File: src/pinmux_cfg.svh
`ifndef PINMUX_CFG_SVH
`define PINMUX_CFG_SVH

// ----------------------------------------------------------------
// Port widths
// ----------------------------------------------------------------
`define PORT1_WIDTH 3
`define PORT2_WIDTH 6
`define PORT3_WIDTH 4
`define SYNC_WIDTH 16

// ----------------------------------------------------------------
// Register word indices (byte address is index times four)
// ----------------------------------------------------------------
`define OFS_PORT1_DIRECTION 6'h00
`define OFS_PORT1_PULLUP 6'h01
`define OFS_PORT1_FUNCTION 6'h02
`define OFS_PORT1_CONTROL 6'h03
`define OFS_PORT1_LATCH 6'h04
`define OFS_PORT1_PINS 6'h05
`define OFS_PORT2_DIRECTION 6'h06
`define OFS_PORT2_FUNCTION 6'h07
`define OFS_PORT2_ANALOG 6'h08
`define OFS_PORT2_LATCH 6'h09
`define OFS_PORT2_PINS 6'h0a
`define OFS_PORT3_DIRECTION 6'h0b
`define OFS_PORT3_PULLUP 6'h0c
`define OFS_PORT3_CONTROL 6'h0d
`define OFS_PORT3_SELECT 6'h0e
`define OFS_PORT3_LATCH 6'h0f
`define OFS_PORT3_PINS 6'h10
`define OFS_INPUT_SWITCH 6'h11
`define OFS_DEBUG_CONTROL 6'h12

// ----------------------------------------------------------------
// Reset values
// ----------------------------------------------------------------
`define RST_PORT1_DIRECTION 3'h7
`define RST_PORT2_DIRECTION 6'h3f
`define RST_PORT2_ANALOG 6'h3f
`define RST_PORT3_DIRECTION 4'hf

// ----------------------------------------------------------------
// Field positions and codes
// ----------------------------------------------------------------
`define P1_BIT_SERIAL_CLOCK 0
`define P1_BIT_SERIAL_IN 1
`define P1_BIT_SERIAL_OUT 2
`define P1_FUNC_UART_TX 0
`define ISC_UART_B_SHARED 0
`define DBG_PINS_ENABLE 0
`define P3_SEL_INPUT 2'h3
`define P3_BIT_INT3 0
`define P3_BIT_TOH0 1
`define P3_BIT_COUNT_CAPTURE 2
`define P3_BIT_CAPTURE 3

`endif

File: src/pinmux_pkg.sv
`include "pinmux_cfg.svh"

package pinmux_pkg;

  // Levels arriving on the device pins
  typedef struct packed {
    logic [`PORT1_WIDTH-1:0] p1;
    logic [`PORT2_WIDTH-1:0] p2;
    logic [`PORT3_WIDTH-1:0] p3;
    logic main_osc_in;
    logic main_osc_out;
    logic uart_b_rx_home;
  } pads_in_type;

  // Drive and enable per pin, with pull-up on ports 1 and 3 and analog mode on port 2
  typedef struct packed {
    logic [`PORT1_WIDTH-1:0] p1_out;
    logic [`PORT1_WIDTH-1:0] p1_oe;
    logic [`PORT1_WIDTH-1:0] p1_pullup;
    logic [`PORT2_WIDTH-1:0] p2_out;
    logic [`PORT2_WIDTH-1:0] p2_oe;
    logic [`PORT2_WIDTH-1:0] p2_analog;
    logic [`PORT3_WIDTH-1:0] p3_out;
    logic [`PORT3_WIDTH-1:0] p3_oe;
    logic [`PORT3_WIDTH-1:0] p3_pullup;
  } pads_out_type;

  // Signals the on-chip peripherals offer to the pins
  typedef struct packed {
    logic sync_serial_clock_out;
    logic sync_serial_master;
    logic sync_serial_data_out;
    logic uart_a_transmit;
    logic uart_b_transmit;
    logic [`PORT2_WIDTH-1:0] lcd_segment_outputs;
    logic timer16_out;
    logic timer8_h0_out;
    logic timer8_h1_out;
    logic buzzer_out;
    logic rtc_divided_out;
    logic rtc_raw_out;
    logic rtc_1hz_out;
    logic manchester_out;
    logic capture_a_from_count_pin;
  } periph_drive_type;

  // Pin levels handed to the on-chip peripherals
  typedef struct packed {
    logic [2:0] key_interrupt_inputs;
    logic sync_serial_data_in;
    logic sync_serial_clock;
    logic uart_a_receive;
    logic uart_b_receive;
    logic [`PORT2_WIDTH-1:0] analog_inputs;
    logic [2:0] ext_interrupts;
    logic timer16_count_capture_in;
    logic timer16_capture_a;
    logic timer16_capture_b;
    logic timer8_count_clock_in;
    logic debug_mode_pin_a;
    logic debug_mode_pin_b;
  } periph_sense_type;

  // Whole state of the mux block
  typedef struct packed {
    logic [`PORT1_WIDTH-1:0] port1_direction;
    logic [`PORT1_WIDTH-1:0] port1_pullup_enable;
    logic port1_function_select;
    logic [`PORT1_WIDTH-1:0] port1_control;
    logic [`PORT1_WIDTH-1:0] port1_latch;
    logic [`PORT2_WIDTH-1:0] port2_direction;
    logic [`PORT2_WIDTH-1:0] port2_function_select;
    logic [`PORT2_WIDTH-1:0] port2_analog_mode;
    logic [`PORT2_WIDTH-1:0] port2_latch;
    logic [`PORT3_WIDTH-1:0] port3_direction;
    logic [`PORT3_WIDTH-1:0] port3_pullup_enable;
    logic [`PORT3_WIDTH-1:0] port3_control;
    logic [2*`PORT3_WIDTH-1:0] port3_select;
    logic [`PORT3_WIDTH-1:0] port3_latch;
    logic input_switch_control;
    logic debug_pins_enable;
    logic waitrequest;
    logic [31:0] readdata;
    pads_out_type pads;
    periph_sense_type sense;
  } mux_state_type;

endpackage : pinmux_pkg

File: src/pin_sync.sv
`timescale 1ns/1ns
`default_nettype none

module pin_sync #(
  parameter int WIDTH = 16
) (
  // Clock and reset
  input wire logic ref_clk,
  input wire logic srst,
  // Asynchronous levels in, settled levels out
  input wire logic [WIDTH-1:0] din,
  output logic [WIDTH-1:0] dout
);

  typedef struct packed {
    logic [WIDTH-1:0] stage1;
    logic [WIDTH-1:0] stage2;
    logic [WIDTH-1:0] stage3;
    logic [WIDTH-1:0] level;
  } sync_state_type;

  sync_state_type state_reg;
  sync_state_type state_next;

  // Three stages; a bit changes once stages two and three agree
  always_comb
  begin
    state_next = state_reg;
    state_next.stage1 = din;
    state_next.stage2 = state_reg.stage1;
    state_next.stage3 = state_reg.stage2;
    for (int i = 0; i < WIDTH; i++)
    begin
      if (state_reg.stage2[i] == state_reg.stage3[i])
      begin
        state_next.level[i] = state_reg.stage3[i];
      end
    end
  end

  // State register
  always_ff @(posedge ref_clk)
  begin
    if (srst)
    begin
      state_reg <= '0;
    end
    else
    begin
      state_reg <= state_next;
    end
  end

  assign dout = state_reg.level;

endmodule : pin_sync

`default_nettype wire

File: src/port_pin_function_mux.sv
// Contract
// - Per-bit direction for the three port-1 pins
// - Port-1 pull-up follows pull-up enable bits on input pins
// - Port-1 control mode: key inputs, serial signals
// - Function select picks top port-1 pin function
// - Port-2 pins: general I/O or LCD segment
// - Per-bit direction for the port-2 pins
// - Port-2 pins start in analog input mode
// - Port-2 analog mode bits feed converter analog inputs
// - Input switch moves second UART onto shared pins
// - Port-1 and port-3 pins come up as general inputs
// - Serial clock bidirectional by role; data pins one-way
// - Second trigger feeds capture A; first feeds both
// - Port-3 pins: I/O or timer, buzzer, clock functions
// - Oscillator pins become debug mode inputs
// - Port-3 direction and pull-up registers per bit
`timescale 1ns/1ns
`default_nettype none
`include "pinmux_cfg.svh"

module port_pin_function_mux #(
  parameter bit HAS_ADC = 1'b1
) (
  // Clock and reset
  input wire logic ref_clk,
  input wire logic srst,
  // Avalon-MM slave
  input wire logic [7:0] avs_address,
  input wire logic avs_read,
  input wire logic avs_write,
  input wire logic [31:0] avs_writedata,
  input wire logic [3:0] avs_byteenable,
  output logic [31:0] avs_readdata,
  output logic avs_waitrequest,
  // Device pins
  input wire pinmux_pkg::pads_in_type pads_in,
  output pinmux_pkg::pads_out_type pads_out,
  // On-chip peripherals
  input wire pinmux_pkg::periph_drive_type periph_drive,
  output pinmux_pkg::periph_sense_type periph_sense
);

  // ----------------------------------------------------------------
  // Functions
  // ----------------------------------------------------------------

  // Pin read: settled level on inputs, latch on outputs
  function automatic logic [7:0] port_read(input logic [7:0] dir, input logic [7:0] latch,
                                           input logic [7:0] level);
    port_read = (dir & level) | (~dir & latch);
  endfunction : port_read

  // Port-3 output source for one pin and select code
  function automatic logic p3_source(input int pin, input logic [1:0] sel,
                                     input pinmux_pkg::periph_drive_type drv);
    p3_source = 1'b0;
    unique case (pin)
      0: p3_source = drv.timer8_h1_out;
      1: p3_source = (sel == 2'h0) ? drv.timer8_h0_out : drv.manchester_out;
      2:
      begin
        unique case (sel)
          2'h0: p3_source = drv.buzzer_out;
          2'h1: p3_source = drv.rtc_divided_out;
          default: p3_source = drv.rtc_raw_out;
        endcase
      end
      default: p3_source = (sel == 2'h0) ? drv.timer16_out : drv.rtc_1hz_out;
    endcase
  endfunction : p3_source

  // ----------------------------------------------------------------
  // Pin synchronisers
  // ----------------------------------------------------------------
  logic [`SYNC_WIDTH-1:0] sync_level;
  logic [`PORT1_WIDTH-1:0] p1_level;
  logic [`PORT2_WIDTH-1:0] p2_level;
  logic [`PORT3_WIDTH-1:0] p3_level;
  logic osc_in_level;
  logic osc_out_level;
  logic uart_b_home_level;

  pin_sync #(
    .WIDTH(`SYNC_WIDTH)
  ) pin_sync_inst (
    .ref_clk(ref_clk),
    .srst(srst),
    .din({pads_in.p1, pads_in.p2, pads_in.p3, pads_in.main_osc_in,
          pads_in.main_osc_out, pads_in.uart_b_rx_home}),
    .dout(sync_level)
  );

  // Split the settled levels back per port
  assign {p1_level, p2_level, p3_level, osc_in_level, osc_out_level,
          uart_b_home_level} = sync_level;

  // ----------------------------------------------------------------
  // State
  // ----------------------------------------------------------------
  pinmux_pkg::mux_state_type state_reg;
  pinmux_pkg::mux_state_type state_next;
  logic [5:0] word_index;
  logic bus_take;
  logic bus_commit;

  // Bus decode
  assign word_index = avs_address[7:2];
  assign bus_take = (avs_read || avs_write) && state_reg.waitrequest;
  assign bus_commit = avs_write && !state_reg.waitrequest && avs_byteenable[0];

  // Register file, pin routing and peripheral routing
  always_comb
  begin
    logic [1:0] sel;
    logic in_fn;
    sel = 2'h0;
    in_fn = 1'b0;
    state_next = state_reg;

    // Bus handshake: one wait cycle, then one ready cycle
    state_next.waitrequest = !bus_take;
    if (bus_take)
    begin
      if (avs_read)
      begin
        state_next.readdata = 32'h0000_0000;
        unique case (word_index)
          `OFS_PORT1_DIRECTION: state_next.readdata[2:0] = state_reg.port1_direction;
          `OFS_PORT1_PULLUP: state_next.readdata[2:0] = state_reg.port1_pullup_enable;
          `OFS_PORT1_FUNCTION: state_next.readdata[0] = state_reg.port1_function_select;
          `OFS_PORT1_CONTROL: state_next.readdata[2:0] = state_reg.port1_control;
          `OFS_PORT1_LATCH: state_next.readdata[2:0] = state_reg.port1_latch;
          `OFS_PORT1_PINS: state_next.readdata[7:0] = port_read({5'h00,
            state_reg.port1_direction}, {5'h00, state_reg.port1_latch},
            {5'h00, p1_level}); // Padded bits read back as zero
          `OFS_PORT2_DIRECTION: state_next.readdata[5:0] = state_reg.port2_direction;
          `OFS_PORT2_FUNCTION: state_next.readdata[5:0] = state_reg.port2_function_select;
          `OFS_PORT2_ANALOG: state_next.readdata[5:0] = state_reg.port2_analog_mode;
          `OFS_PORT2_LATCH: state_next.readdata[5:0] = state_reg.port2_latch;
          `OFS_PORT2_PINS: state_next.readdata[7:0] = port_read({2'h0,
            state_reg.port2_direction}, {2'h0, state_reg.port2_latch},
            {2'h0, p2_level}); // Padded bits read back as zero
          `OFS_PORT3_DIRECTION: state_next.readdata[3:0] = state_reg.port3_direction;
          `OFS_PORT3_PULLUP: state_next.readdata[3:0] = state_reg.port3_pullup_enable;
          `OFS_PORT3_CONTROL: state_next.readdata[3:0] = state_reg.port3_control;
          `OFS_PORT3_SELECT: state_next.readdata[7:0] = state_reg.port3_select;
          `OFS_PORT3_LATCH: state_next.readdata[3:0] = state_reg.port3_latch;
          `OFS_PORT3_PINS: state_next.readdata[7:0] = port_read({4'h0,
            state_reg.port3_direction}, {4'h0, state_reg.port3_latch},
            {4'h0, p3_level}); // Padded bits read back as zero
          `OFS_INPUT_SWITCH: state_next.readdata[0] = state_reg.input_switch_control;
          `OFS_DEBUG_CONTROL: state_next.readdata[0] = state_reg.debug_pins_enable;
          default: state_next.readdata = 32'h0000_0000; // Unmapped reads zero
        endcase
      end
    end

    // Register writes land on the ready cycle; unmapped writes dropped
    if (bus_commit)
    begin
      unique case (word_index)
        `OFS_PORT1_DIRECTION: state_next.port1_direction = avs_writedata[2:0];
        `OFS_PORT1_PULLUP: state_next.port1_pullup_enable = avs_writedata[2:0];
        `OFS_PORT1_FUNCTION: state_next.port1_function_select = avs_writedata[0];
        `OFS_PORT1_CONTROL: state_next.port1_control = avs_writedata[2:0];
        `OFS_PORT1_LATCH: state_next.port1_latch = avs_writedata[2:0];
        `OFS_PORT2_DIRECTION: state_next.port2_direction = avs_writedata[5:0];
        `OFS_PORT2_FUNCTION: state_next.port2_function_select = avs_writedata[5:0];
        `OFS_PORT2_ANALOG: state_next.port2_analog_mode = avs_writedata[5:0];
        `OFS_PORT2_LATCH: state_next.port2_latch = avs_writedata[5:0];
        `OFS_PORT3_DIRECTION: state_next.port3_direction = avs_writedata[3:0];
        `OFS_PORT3_PULLUP: state_next.port3_pullup_enable = avs_writedata[3:0];
        `OFS_PORT3_CONTROL: state_next.port3_control = avs_writedata[3:0];
        `OFS_PORT3_SELECT: state_next.port3_select = avs_writedata[7:0];
        `OFS_PORT3_LATCH: state_next.port3_latch = avs_writedata[3:0];
        `OFS_INPUT_SWITCH: state_next.input_switch_control = avs_writedata[0];
        `OFS_DEBUG_CONTROL: state_next.debug_pins_enable = avs_writedata[0];
        default: state_next.waitrequest = state_next.waitrequest; // Ignored
      endcase
    end

    // Port 1 pins
    for (int i = 0; i < `PORT1_WIDTH; i++)
    begin
      state_next.pads.p1_out[i] = state_reg.port1_latch[i];
      state_next.pads.p1_oe[i] = !state_reg.port1_direction[i];
      state_next.pads.p1_pullup[i] = state_reg.port1_pullup_enable[i] &&
                                     state_reg.port1_direction[i];
    end
    if (state_reg.port1_control[`P1_BIT_SERIAL_CLOCK])
    begin
      // Clock driven as master, received as slave
      state_next.pads.p1_out[`P1_BIT_SERIAL_CLOCK] = periph_drive.sync_serial_clock_out;
      state_next.pads.p1_oe[`P1_BIT_SERIAL_CLOCK] = periph_drive.sync_serial_master;
    end
    if (state_reg.port1_control[`P1_BIT_SERIAL_IN])
    begin
      state_next.pads.p1_oe[`P1_BIT_SERIAL_IN] = 1'b0;
    end
    if (state_reg.port1_control[`P1_BIT_SERIAL_OUT])
    begin
      state_next.pads.p1_oe[`P1_BIT_SERIAL_OUT] = 1'b1;
      if (state_reg.port1_function_select == 1'(`P1_FUNC_UART_TX))
      begin
        state_next.pads.p1_out[`P1_BIT_SERIAL_OUT] =
          state_reg.input_switch_control ? periph_drive.uart_b_transmit
                                         : periph_drive.uart_a_transmit;
      end
      else
      begin
        state_next.pads.p1_out[`P1_BIT_SERIAL_OUT] = periph_drive.sync_serial_data_out;
      end
    end

    // Port 2 pins: analog, then segment, then general port
    for (int i = 0; i < `PORT2_WIDTH; i++)
    begin
      state_next.pads.p2_analog[i] = state_reg.port2_analog_mode[i];
      if (state_reg.port2_analog_mode[i])
      begin
        state_next.pads.p2_out[i] = 1'b0;
        state_next.pads.p2_oe[i] = 1'b0;
      end
      else if (state_reg.port2_function_select[i])
      begin
        state_next.pads.p2_out[i] = periph_drive.lcd_segment_outputs[i];
        state_next.pads.p2_oe[i] = 1'b1;
      end
      else
      begin
        state_next.pads.p2_out[i] = state_reg.port2_latch[i];
        state_next.pads.p2_oe[i] = !state_reg.port2_direction[i];
      end
    end

    // Port 3 pins
    for (int i = 0; i < `PORT3_WIDTH; i++)
    begin
      sel = state_reg.port3_select[2*i +: 2];
      state_next.pads.p3_pullup[i] = state_reg.port3_pullup_enable[i] &&
                                     state_reg.port3_direction[i];
      if (state_reg.port3_control[i] && sel != `P3_SEL_INPUT)
      begin
        state_next.pads.p3_out[i] = p3_source(i, sel, periph_drive);
        state_next.pads.p3_oe[i] = 1'b1;
      end
      else if (state_reg.port3_control[i])
      begin
        state_next.pads.p3_out[i] = 1'b0;
        state_next.pads.p3_oe[i] = 1'b0;
      end
      else
      begin
        state_next.pads.p3_out[i] = state_reg.port3_latch[i];
        state_next.pads.p3_oe[i] = !state_reg.port3_direction[i];
      end
    end

    // Port 1 levels to key interrupts and serial receivers
    for (int i = 0; i < `PORT1_WIDTH; i++)
    begin
      state_next.sense.key_interrupt_inputs[i] = state_reg.port1_control[i] &&
                                                 p1_level[i];
    end
    state_next.sense.sync_serial_clock = state_reg.port1_control[`P1_BIT_SERIAL_CLOCK] &&
                                         p1_level[`P1_BIT_SERIAL_CLOCK];
    in_fn = state_reg.port1_control[`P1_BIT_SERIAL_IN] && p1_level[`P1_BIT_SERIAL_IN];
    state_next.sense.sync_serial_data_in = in_fn;
    if (state_reg.input_switch_control)
    begin
      state_next.sense.uart_a_receive = 1'b1; // Idle while rerouted
      state_next.sense.uart_b_receive = in_fn;
    end
    else
    begin
      state_next.sense.uart_a_receive = in_fn;
      state_next.sense.uart_b_receive = uart_b_home_level;
    end

    // Port 2 analog mode bits to the converter
    state_next.sense.analog_inputs = HAS_ADC ? state_reg.port2_analog_mode
                                             : {`PORT2_WIDTH{1'b0}};

    // Port 3 levels to interrupts and timers
    for (int i = 0; i < `PORT3_WIDTH; i++)
    begin
      sel = state_reg.port3_select[2*i +: 2];
      if (i == `P3_BIT_INT3)
      begin
        state_next.sense.ext_interrupts[2] = state_reg.port3_control[i] &&
          sel == `P3_SEL_INPUT && p3_level[i];
      end
    end
    in_fn = state_reg.port3_control[`P3_BIT_COUNT_CAPTURE] &&
            state_reg.port3_select[2*`P3_BIT_COUNT_CAPTURE +: 2] == `P3_SEL_INPUT &&
            p3_level[`P3_BIT_COUNT_CAPTURE];
    state_next.sense.ext_interrupts[1] = in_fn;
    state_next.sense.timer16_count_capture_in = in_fn;
    state_next.sense.timer16_capture_b = in_fn;
    state_next.sense.ext_interrupts[0] = state_reg.port3_control[`P3_BIT_CAPTURE] &&
      state_reg.port3_select[2*`P3_BIT_CAPTURE +: 2] == `P3_SEL_INPUT &&
      p3_level[`P3_BIT_CAPTURE];
    state_next.sense.timer8_count_clock_in = state_next.sense.ext_interrupts[0];
    state_next.sense.timer16_capture_a = periph_drive.capture_a_from_count_pin ? in_fn
      : state_next.sense.ext_interrupts[0];

    // Oscillator pins as debug mode inputs
    state_next.sense.debug_mode_pin_a = state_reg.debug_pins_enable && osc_in_level;
    state_next.sense.debug_mode_pin_b = state_reg.debug_pins_enable && osc_out_level;
  end

  // State register; all multiplexed pins start as inputs
  always_ff @(posedge ref_clk)
  begin
    if (srst)
    begin
      state_reg <= '0;
      state_reg.port1_direction <= `RST_PORT1_DIRECTION;
      state_reg.port2_direction <= `RST_PORT2_DIRECTION;
      state_reg.port2_analog_mode <= `RST_PORT2_ANALOG;
      state_reg.port3_direction <= `RST_PORT3_DIRECTION;
      state_reg.pads.p2_analog <= `RST_PORT2_ANALOG;
      state_reg.waitrequest <= 1'b1;
    end
    else
    begin
      state_reg <= state_next;
    end
  end

  // Outputs straight from the state register
  assign avs_readdata = state_reg.readdata;
  assign avs_waitrequest = state_reg.waitrequest;
  assign pads_out = state_reg.pads;
  assign periph_sense = state_reg.sense;

endmodule : port_pin_function_mux

`default_nettype wire

File: config.mk
export PLATFORM = sky130hd
export DESIGN_NAME = port_pin_function_mux
export DESIGN_NICKNAME = d
export VERILOG_FILES = /design/src/pinmux_pkg.sv /design/src/pin_sync.sv /design/src/port_pin_function_mux.sv
export VERILOG_INCLUDE_DIRS = /design/src
export SDC_FILE = /design/constraint.sdc
export NUM_CORES = 1
export LEC_CHECK = 0
export BUFFER_PORTS_ARGS = -buffer_cell sky130_fd_sc_hd__buf_2
export CORE_ASPECT_RATIO = 1.5
export CORE_MARGIN = 1.5
export CORE_UTILIZATION = 51
export CTS_CLUSTER_DIAMETER = 50
export DETAILED_ROUTE_END_ITERATION = 10
export GPL_TIMING_DRIVEN = 0
export PLACE_DENSITY = 0.75
export REMOVE_ABC_BUFFERS = 1
export SYNTH_ARGS = -nofsm -noshare
export SYNTH_HDL_FRONTEND = slang
export SYNTH_HIERARCHICAL = 1
export SYNTH_SLANG_ARGS = --single-unit
File: constraint.sdc
create_clock -name ref_clk -period 3 [get_ports ref_clk]
set_input_delay 0.6 -clock ref_clk [delete_from_list [all_inputs] [get_ports ref_clk]]
set_output_delay 0.6 -clock ref_clk [all_outputs]
set_load 0.02 [all_outputs]
==> results of run 1 <==
[worst reg2reg max path, stage by stage (launching register included)]
cell,delay [ns]
dfxtp_1,0.34
nand3b_1,0.30
nor3_4,0.60
nand4_1,0.46
mux2i_1,0.29
nor2_1,0.06
[path summary, 6_finish.rpt]
kind                                      from                           end  cells past startpoint
setup reg to reg               avs_waitrequest                state_reg[115]                      5
hold / removal                 periph_drive[0]               periph_sense[4]                      2
hold reg to reg   pin_sync_inst/state_next[46]  pin_sync_inst/state_next[30]                      1
setup / recovery                          srst               avs_readdata[3]                      7
[layout by cell type (no fill, tap or decap), types with 3 or more instances in the layout]
| master | count |
|---|---|
| and3_1 | 12 |
| clkbuf_16 | 17 |
| o21ai_0 | 40 |
| nor3_1 | 8 |
| nor2_1 | 67 |
| a22o_1 | 3 |
| clkinvlp_4 | 4 |
| nor4_1 | 4 |
| clkbuf_8 | 3 |
| a21oi_2 | 16 |
| inv_1 | 9 |
| nor2_4 | 3 |
| mux2i_1 | 68 |
| dfxtp_1 | 192 |
| a221oi_1 | 4 |
| or2_2 | 6 |
| nor2b_2 | 44 |
| nand2b_1 | 3 |
| buf_2 | 123 |
| nand3b_1 | 5 |
| nand3_1 | 33 |
| nand2_1 | 69 |
| a311oi_1 | 5 |
| o211ai_1 | 4 |
| a22oi_1 | 4 |
| mux2_2 | 4 |
| a21o_1 | 3 |
| a21oi_1 | 39 |
| conb_1 | 24 |
| a31oi_1 | 6 |
| nor2b_1 | 17 |
| nand4_1 | 6 |
[Yosys cell counts (5+ instances only)]
master,n
nand3_1,33
a21oi_1,39
buf_4,113
nand2_1,69
nor2_1,67
a21oi_2,16
inv_1,9
and3_1,12
dfxtp_1,192
buf_6,10
or2_2,6
o21ai_0,40
buf_2,7
nand4_1,6
a31oi_1,6
a311oi_1,5
nor2b_2,44
nand3b_1,5
nor2b_1,17
mux2i_1,68
clkbuf_1,16
nor3_1,8
[metal layers]
| layer | share of wire, % | GRT usage [%] |
|---|---|---|
| met5 | 0 | 0 |
| met3 | 5.7 | 3.45 |
| met4 | 4.5 | 11.5 |
| met2 | 50 | 37.8 |
| met1 | 39 | 23.7 |
[cell type report]
cell class	instances	share of cell area, %
clock buffers	21	5.39
clock inverters	8	0.946
inverters	11	0.488
multi-input cells	534	38.7
flip-flops and latches	192	44.0
well taps	203	2.91
repair buffers	125	7.50
[logic make-up (layout without fill, tap and decap cells)]
family	after synthesis	in the layout	synth area share (%)
AOI/OAI and AO/OA	139	139	10.8
and+or+nand+nor	298	298	20.2
xor gates and xnor gates	1	1	0.106
buffers and inverters	161	165	13.5
muxes	72	72	8.80
DFF	192	192	46.6
other	1	24	0.0455
[through the flow]
stage / utilization, % / instances / worst slack (ns) / hold WS, ns
after floorplan: - / 737 / 1.17 / 0.414
after global placement: 51.8 / 1064 / -3.11 / 0.417
after detailed placement: 52.1 / 1065 / -0.509 / 0.424
after CTS: 55.6 / 1094 / 0.476 / 0.360
after global routing: 55.6 / 1094 / 0.335 / 0.364
final: 55.6 / 1094 / 0.503 / 0.375
[power groups by stage]
| stage | registers, mW | logic (mW) | clock network (mW) |
|---|---|---|---|
| 6_report | 2.60 | 0.286 | 2.13 |
| 5_1_grt | 2.60 | 0.308 | 2.29 |
| 4_1_cts | 2.60 | 0.285 | 2.18 |
| 3_5_place_dp | 2.66 | 0.283 | 0 |
| 3_3_place_gp | 2.66 | 0.280 | 0 |
| 2_1_floorplan | 2.66 | 0.123 | 0 |
==> results.json, run 1 <==
{
  "status": "complete, no violations",
  "grt_pass1_wl_um": 28200,
  "grt_setup_unrepaired": "false",
  "max-slew-margin-rel_pct": 49.8,
  "irDropWorstVdd_v": 0.000321,
  "die_h_um": 159,
  "cts_tree": "built",
  "root_buffer": "clkbuf_16",
  "num-fill-cells": 1457,
  "ant_nets": 0,
  "finalHoldViolations": 0,
  "diodes": 0,
  "syn_area_per_cell_um2": 9.55,
  "place_area_mm2": 0.00817,
  "multi_input_area_mm2": 0.00338,
  "ff2ff_setup_slack_ns": 0.83,
  "drtIter0Drc": 375,
  "drc": 0,
  "antenna_found_initial": 0,
  "synth_area_leaders": "dfxtp_1 (47%), buf_4 (10%), mux2i_1 (8.3%)",
  "stdcell_area_mm2": 0.00873,
  "cts_hold_buf": 0,
  "row_count": 56,
  "cellPowerDensity_mw_per_mm2": 575,
  "numCtsBuffers": 17,
  "drive_gt1_share_pct": 26.8,
  "cp-end-kind": "flop",
  "route.vias.total": 5880,
  "wl_per_cell_um": 16.4,
  "core_region_area_mm2": 0.0157,
  "synth_ff_type": "dfxtp_1",
  "leakage_nw": 3.47,
  "max_stage_delay_ns": 0.58,
  "cts_resized": 1,
  "ys_types": 64,
  "yosys.area.top_type": "dfxtp_1",
  "syn_inst": 864,
  "fin_crit_sh_pct": 83.2,
  "synth-seq-cells": 192,
  "drt_first_pass_iters": 5,
  "ios": 178,
  "critPathSlowestCell": "clkinv_2",
  "clk_latency_ns": 0.42,
  "largest_reg_flops": 56,
  "path_clk_slew_ns": 0.07,
  "setup_viol": 0,
  "path_buf_inv": 3,
  "synth_top_area_share_pct": 46.6,
  "synth_edf_count": 0,
  "drt_wl_total_um": 18000,
  "async_flop_share_pct": 0,
  "cts_buffer_depth": 2,
  "fmax_mhz": 401,
  "grt_usage_pct": 21.2,
  "first_global_vias": 5547,
  "register_area_mm2": 0.00384,
  "power_mw": 5.02,
  "htreeDepth": 4,
  "start_util_pct": 52.6,
  "arrival_ns": 2.78,
  "start_kind": "input pin",
  "critPathKind": "in -> reg",
  "grt_overflow": 0,
  "p_int_mw": 3.88,
  "slew_violations": 0,
  "die-area_mm2": 0.0170,
  "syn_area_mm2": 0.00825,
  "p_comb_share_pct": 5.7,
  "yosysWarnings": 6,
  "syn_to_final_growth_pct": 5.79,
  "gp_congestion": 0.930,
  "die_x_um": 107,
  "avgViaCountPerCell": 5.37,
  "worst_ep_required_time_ns": 3.28,
  "crit_chain": "buf_6, buf_16, clkinv_2, nand3_1, o31ai_1, a2111oi_0, nor3_1",
  "pwr-share-clk_pct": 42.5,
  "worst_slew_pin_slew_ns": 0.751,
  "cts_sinks": 192,
  "cp_max_fo": 112,
  "grt_max_degree": 113,
  "tns_ns": 0,
  "fin_crit_ns": 2.50,
  "maxCapViolations": 0,
  "fin_skew_ns": 0.00499,
  "layout.nets": 965,
  "post_cts_buffers": 0,
  "p_seq_share_pct": 51.8,
  "critPathTopFamily": "buffers and inverters",
  "switching_share_pct": 22.7,
  "hp-class": "in -> reg",
  "yosysSeqAreaShare_pct": 46.6,
  "io_buffers": 124,
  "switchingPower_mw": 1.14,
  "dp.final_hpwl_um": 12500
}
Power figures use the tool's default switching activity.
==> run 2, diff against run 1 <==
clock period = 2.55 ns   (was 3 ns; I/O delays follow)
==> results.json, run 2 (synthesized netlist as in run 1, its figures left out) <==
{
  "max-slew-margin-rel_pct": 49.3,
  "syn_to_final_growth_pct": 5.81,
  "finalNonFillerCells": 1094,
  "path_clk_slew_ns": 0.07,
  "numCtsBuffers": 17,
  "setup_ws_ns": 0.209,
  "io_buffers": 124,
  "fin_skew_ns": 0.00501,
  "met1_length_um": 7090,
  "placed_cells": 1065,
  "wl_met3_um": 971,
  "fmax_mhz": 427,
  "grt_pass1_wl_um": 28200,
  "cp-end-kind": "flop",
  "finalHoldViolations": 0,
  "setup_viol": 0,
  "fin_crit_sh_pct": 91.8,
  "cts_sinks": 192,
  "grt_setup_unrepaired": "false",
  "route.vias.total": 5905,
  "drt_wl_total_um": 18000,
  "num-fill-cells": 1456,
  "slew_violations": 0,
  "die_x_um": 107,
  "cp_max_fo": 30,
  "wl_met2_um": 9160,
  "avgViaCountPerCell": 5.40,
  "core_region_area_mm2": 0.0157,
  "die_h_um": 159,
  "grt_max_degree": 113,
  "layout_common_cells": "dfxtp_1 (192), buf_2 (123), nand2_1 (69)",
  "drc": 0,
  "layout_commonest_cell": "dfxtp_1",
  "leakage_nw": 3.47,
  "tns_ns": 0,
  "maxCapViolations": 0,
  "cellPowerDensity_mw_per_mm2": 676,
  "start_util_pct": 52.6,
  "root_buffer": "clkbuf_16",
  "antenna_found_initial": 0,
  "arrival_ns": 2.63,
  "fin_crit_ns": 2.34,
  "stdcell_area_mm2": 0.00873,
  "irDropWorstVdd_v": 0.000378,
  "worst_ep_required_time_ns": 2.84,
  "wl_per_cell_um": 16.4,
  "place_area_mm2": 0.00817,
  "clk_latency_ns": 0.42,
  "dp_slack_ns": -0.869,
  "die-area_mm2": 0.0170,
  "ios": 178,
  "maxUsedRoutingLayer": "met4",
  "worst_slew_pin_slew_ns": 0.759,
  "ant_nets": 0,
  "drive_gt1_share_pct": 26.8,
  "first_global_vias": 5547,
  "dp.final_hpwl_um": 12500,
  "start_kind": "input pin",
  "cts_tree": "built",
  "row_count": 56,
  "cts_buffer_depth": 2,
  "htreeDepth": 4,
  "drt_first_pass_iters": 7,
  "drtIter0Drc": 374,
  "whs_ns": 0.284,
  "largest_reg_flops": 56,
  "critPathKind": "in -> reg",
  "grt_overflow": 0,
  "status": "complete, no violations",
  "hp-class": "in -> reg",
  "diodes": 0,
  "gp_congestion": 0.930,
  "grt_usage_pct": 21.2,
  "layout.nets": 965,
  "cts_hold_buf": 0
}
run 2: changes by cell type in the layout (fill, tap and decap cells not counted):
| cell | change |
|---|---|
| clkinv_2 | -1 |
| inv_4 | +1 |
run 2: power by group:
| group | switching, mW | internal (mW) |
|---|---|---|
| combinational | 0.228 | 0.109 |
| clock | 1.09 | 1.41 |
| sequential | 0.0167 | 3.04 |
run 2: cell type report:
| type | instances | area [µm²] | area share, % |
|---|---|---|---|
| sequential | 192 | 3840 | 44.0 |
| timing repair buffer | 125 | 654 | 7.50 |
| clock inverter | 8 | 82.6 | 0.946 |
| inverter | 11 | 43.8 | 0.502 |
| multi-input combinational | 534 | 3380 | 38.7 |
| clock buffer | 21 | 470 | 5.39 |
| tap | 203 | 254 | 2.91 |
run 2: per-stage QoR:
| stage | total power [mW] | util (%) |
|---|---|---|
| 2_1_floorplan | 3.28 | - |
| 3_3_place_gp | 3.45 | 51.8 |
| 3_5_place_dp | 3.46 | 52.1 |
| 4_1_cts | 5.96 | 55.6 |
| 5_1_grt | 6.12 | 55.6 |
| 6_report | 5.90 | 55.6 |
run 2: worst max-delay path, cell delays in order:
cell	delay [ns]
buf_2	0.51
nor2b_1	0.68
nand2_1	0.22
nor2_4	0.33
mux2i_1	0.27
nand2_1	0.07
run 2: worst paths after layout:
kind                                                    from                      endpoint  slack, ns  cells after the start
worst max register to register               avs_waitrequest                state_reg[115]       0.37                      5
worst min-delay path                         periph_drive[0]               periph_sense[4]       0.28                      2
worst max-delay path                          avs_address[3]                state_reg[140]       0.21                      6
worst min register to register  pin_sync_inst/state_next[34]  pin_sync_inst/state_next[18]       0.44                      1
run 2: what timing repair did:
action,in CTS,in global routing
hold endpoints to repair,0,0
buffers inserted,0,0
gates resized for setup,1,1
gates cloned,0,0
setup endpoints to repair,13,1
run 2: metal layers:
| metal | GRT usage (%) | up-vias |
|---|---|---|
| met2 | 37.8 | 220 |
| met4 | 11.5 | 0 |
| li1 | - | 2842 |
| met3 | 3.45 | 47 |
| met5 | 0 | - |
| met1 | 23.7 | 2796 |
==> run 3, diff against run 2 <==
ABC_AREA = 1   (was not set)
PLACE_DENSITY = 0.76   (was 0.75)
==> results.json, run 3 <==
{
  "status": "complete, no violations",
  "row_count": 55,
  "synth_area_leaders": "dfxtp_1 (48%), buf_4 (11%), nand2_1 (7.4%)",
  "path_buf_inv": 1,
  "arrival_ns": 2.52,
  "cts_sinks": 192,
  "synth_edf_count": 0,
  "cts_hold_buf": 0,
  "io_buffers": 124,
  "drtIter0Drc": 333,
  "whs_ns": 0.285,
  "synth_ff_type": "dfxtp_1",
  "first_global_vias": 6064,
  "post_cts_buffers": 0,
  "path_common_cell": "nor2_1",
  "max-slew-margin-rel_pct": 36.1,
  "syn_inst": 1040,
  "route.vias.total": 6375,
  "layout.nets": 1153,
  "yosysMostFrequentCell": "dfxtp_1",
  "maxCapViolations": 0,
  "cts_buffer_depth": 2,
  "cellPowerDensity_mw_per_mm2": 708,
  "fin_crit_sh_pct": 86.4,
  "leakage_nw": 3.90,
  "die_h_um": 156,
  "synth-seq-cells": 192,
  "die_x_um": 105,
  "worst_ep_required_time_ns": 2.87,
  "place_area_mm2": 0.00799,
  "gp_congestion": 0.927,
  "yosysSeqAreaShare_pct": 48.2,
  "max_stage_delay_ns": 0.67,
  "path_clk_slew_ns": 0.07,
  "grt_usage_pct": 22.9,
  "hp-class": "in -> reg",
  "drt_first_pass_iters": 7,
  "htreeDepth": 4,
  "async_flop_share_pct": 0,
  "layout_common_cells": "dfxtp_1 (192), nand2_1 (157), nor2_1 (154)",
  "syn_to_final_growth_pct": 7.60,
  "layout_commonest_cell": "dfxtp_1",
  "cts_tree": "built",
  "grt_overflow": 0,
  "critPathTopFamily": "simple AND/OR/NAND/NOR gates",
  "dp.final_hpwl_um": 13200,
  "wl_per_cell_um": 14.5,
  "clk_latency_ns": 0.42,
  "drive_gt1_share_pct": 16.3,
  "largest_reg_flops": 56,
  "start_kind": "input pin",
  "cp-end-kind": "flop",
  "worst_slew_pin_slew_ns": 0.955,
  "cts_resized": 0,
  "syn_area_per_cell_um2": 7.68,
  "synth_top_cells_by_count": "dfxtp_1 (192), nand2_1 (157), nor2_1 (154)",
  "avgViaCountPerCell": 4.98,
  "slew_violations": 0,
  "syn_area_mm2": 0.00798,
  "drt_wl_total_um": 18600,
  "setup_viol": 0,
  "grt_pass1_wl_um": 29500,
  "ant_nets": 0,
  "finalHoldViolations": 0,
  "synth_top_area_share_pct": 48.2,
  "fmax_mhz": 454,
  "fin_crit_ns": 2.20,
  "die-area_mm2": 0.0164,
  "num-fill-cells": 1479,
  "cp_max_fo": 12,
  "antenna_found_initial": 1,
  "critPathKind": "in -> reg",
  "ios": 178,
  "ys_types": 32,
  "fin_skew_ns": 0.00784,
  "numCtsBuffers": 17,
  "grt_max_degree": 72,
  "stdcell_area_mm2": 0.00859,
  "grt_setup_unrepaired": "false",
  "root_buffer": "clkbuf_16",
  "yosysWarnings": 6,
  "drc": 0,
  "start_util_pct": 52.5,
  "core_region_area_mm2": 0.0152,
  "yosys.area.top_type": "dfxtp_1",
  "fin_util_pct": 56.5,
  "crit_chain": "buf_2, nor2_1, nand3_1, nor2_1, nand2_1, o211ai_1",
  "critPathSlowestCell": "nor2_1",
  "irDropWorstVdd_v": 0.000367
}
==> run 3: changes by cell type after synthesis, sizes merged, moves of 38 or more <==
| cell | previous run | this run |
|---|---|---|
| mux2i | 68 | 0 |
| nor2b | 61 | 0 |
| nand2 | 71 | 161 |
| o21ai | 40 | 78 |
| nor2 | 72 | 164 |
| inv | 10 | 123 |
==> run 3: routing by layer <==
layer	up-vias	share of wire [%]	track usage, %
li1	3229	-	-
met1	2901	41	25.5
met2	210	51	41.5
met3	35	5.7	4.25
met4	0	3.0	11.4
met5	-	0	0
==> run 3: cell type report <==
| type | count | area, µm² | share of cell area (%) |
|---|---|---|---|
| Sequential cell | 192 | 3840 | 44.7 |
| Multi-Input combinational cell | 608 | 2770 | 32.3 |
| Timing Repair Buffer | 125 | 651 | 7.57 |
| Inverter | 125 | 470 | 5.48 |
| Clock buffer | 20 | 447 | 5.20 |
| Tap cell | 199 | 249 | 2.90 |
| Clock inverter | 11 | 154 | 1.79 |
| Antenna cell | 1 | 2.50 | 0.0291 |
==> run 3: stage by stage <==
stage	std cells	TNS [ns]	setup slack, ns	power (mW)
6_report	1281	0	0.346	6.08
5_1_grt	1280	0	0.188	6.28
4_1_cts	1280	0	0.411	6.13
3_5_place_dp	1249	0	0.0167	3.43
3_3_place_gp	1248	-173.76	-2.28	3.42
2_1_floorplan	925	0	0.697	3.29
==> run 3: cells by family after synthesis <==
kind of cell | synth area share [%]
AO/OA/AOI/OAI | 13.5
AND/OR/NAND/NOR | 20.1
flip-flops | 48.2
buffers and inverters | 18.2
other | 0.0470
==> run 3: worst register-to-register path, cell delays in order, from the launching register on <==
cell	delay [ns]
dfxtp_1	0.33
inv_1	0.05
nand3_2	0.23
clkinv_1	0.52
nand2_1	0.52
o21ai_0	0.14
a21oi_1	0.17
==> run 3: power breakdown <==
part | total, mW | switching, mW | internal, mW | leakage (nW)
registers | 3.06 | 0.0181 | 3.04 | 1.56
logic | 0.305 | 0.221 | 0.0840 | 2.05
clock network | 2.71 | 1.14 | 1.58 | 0.293
total | 6.08 | 1.38 | 4.70 | 3.90
==> run 3: final timing paths <==
check,from,to,slack [ns],depth (start not counted)
setup / recovery,avs_address[2],state_next[12],0.35,6
hold / removal,pads_in[10],pin_sync_inst/state_next[42],0.28,3
setup reg to reg,avs_waitrequest,state_reg[133],0.51,6
hold reg to reg,pin_sync_inst/state_next[40],pin_sync_inst/state_next[24],0.40,2
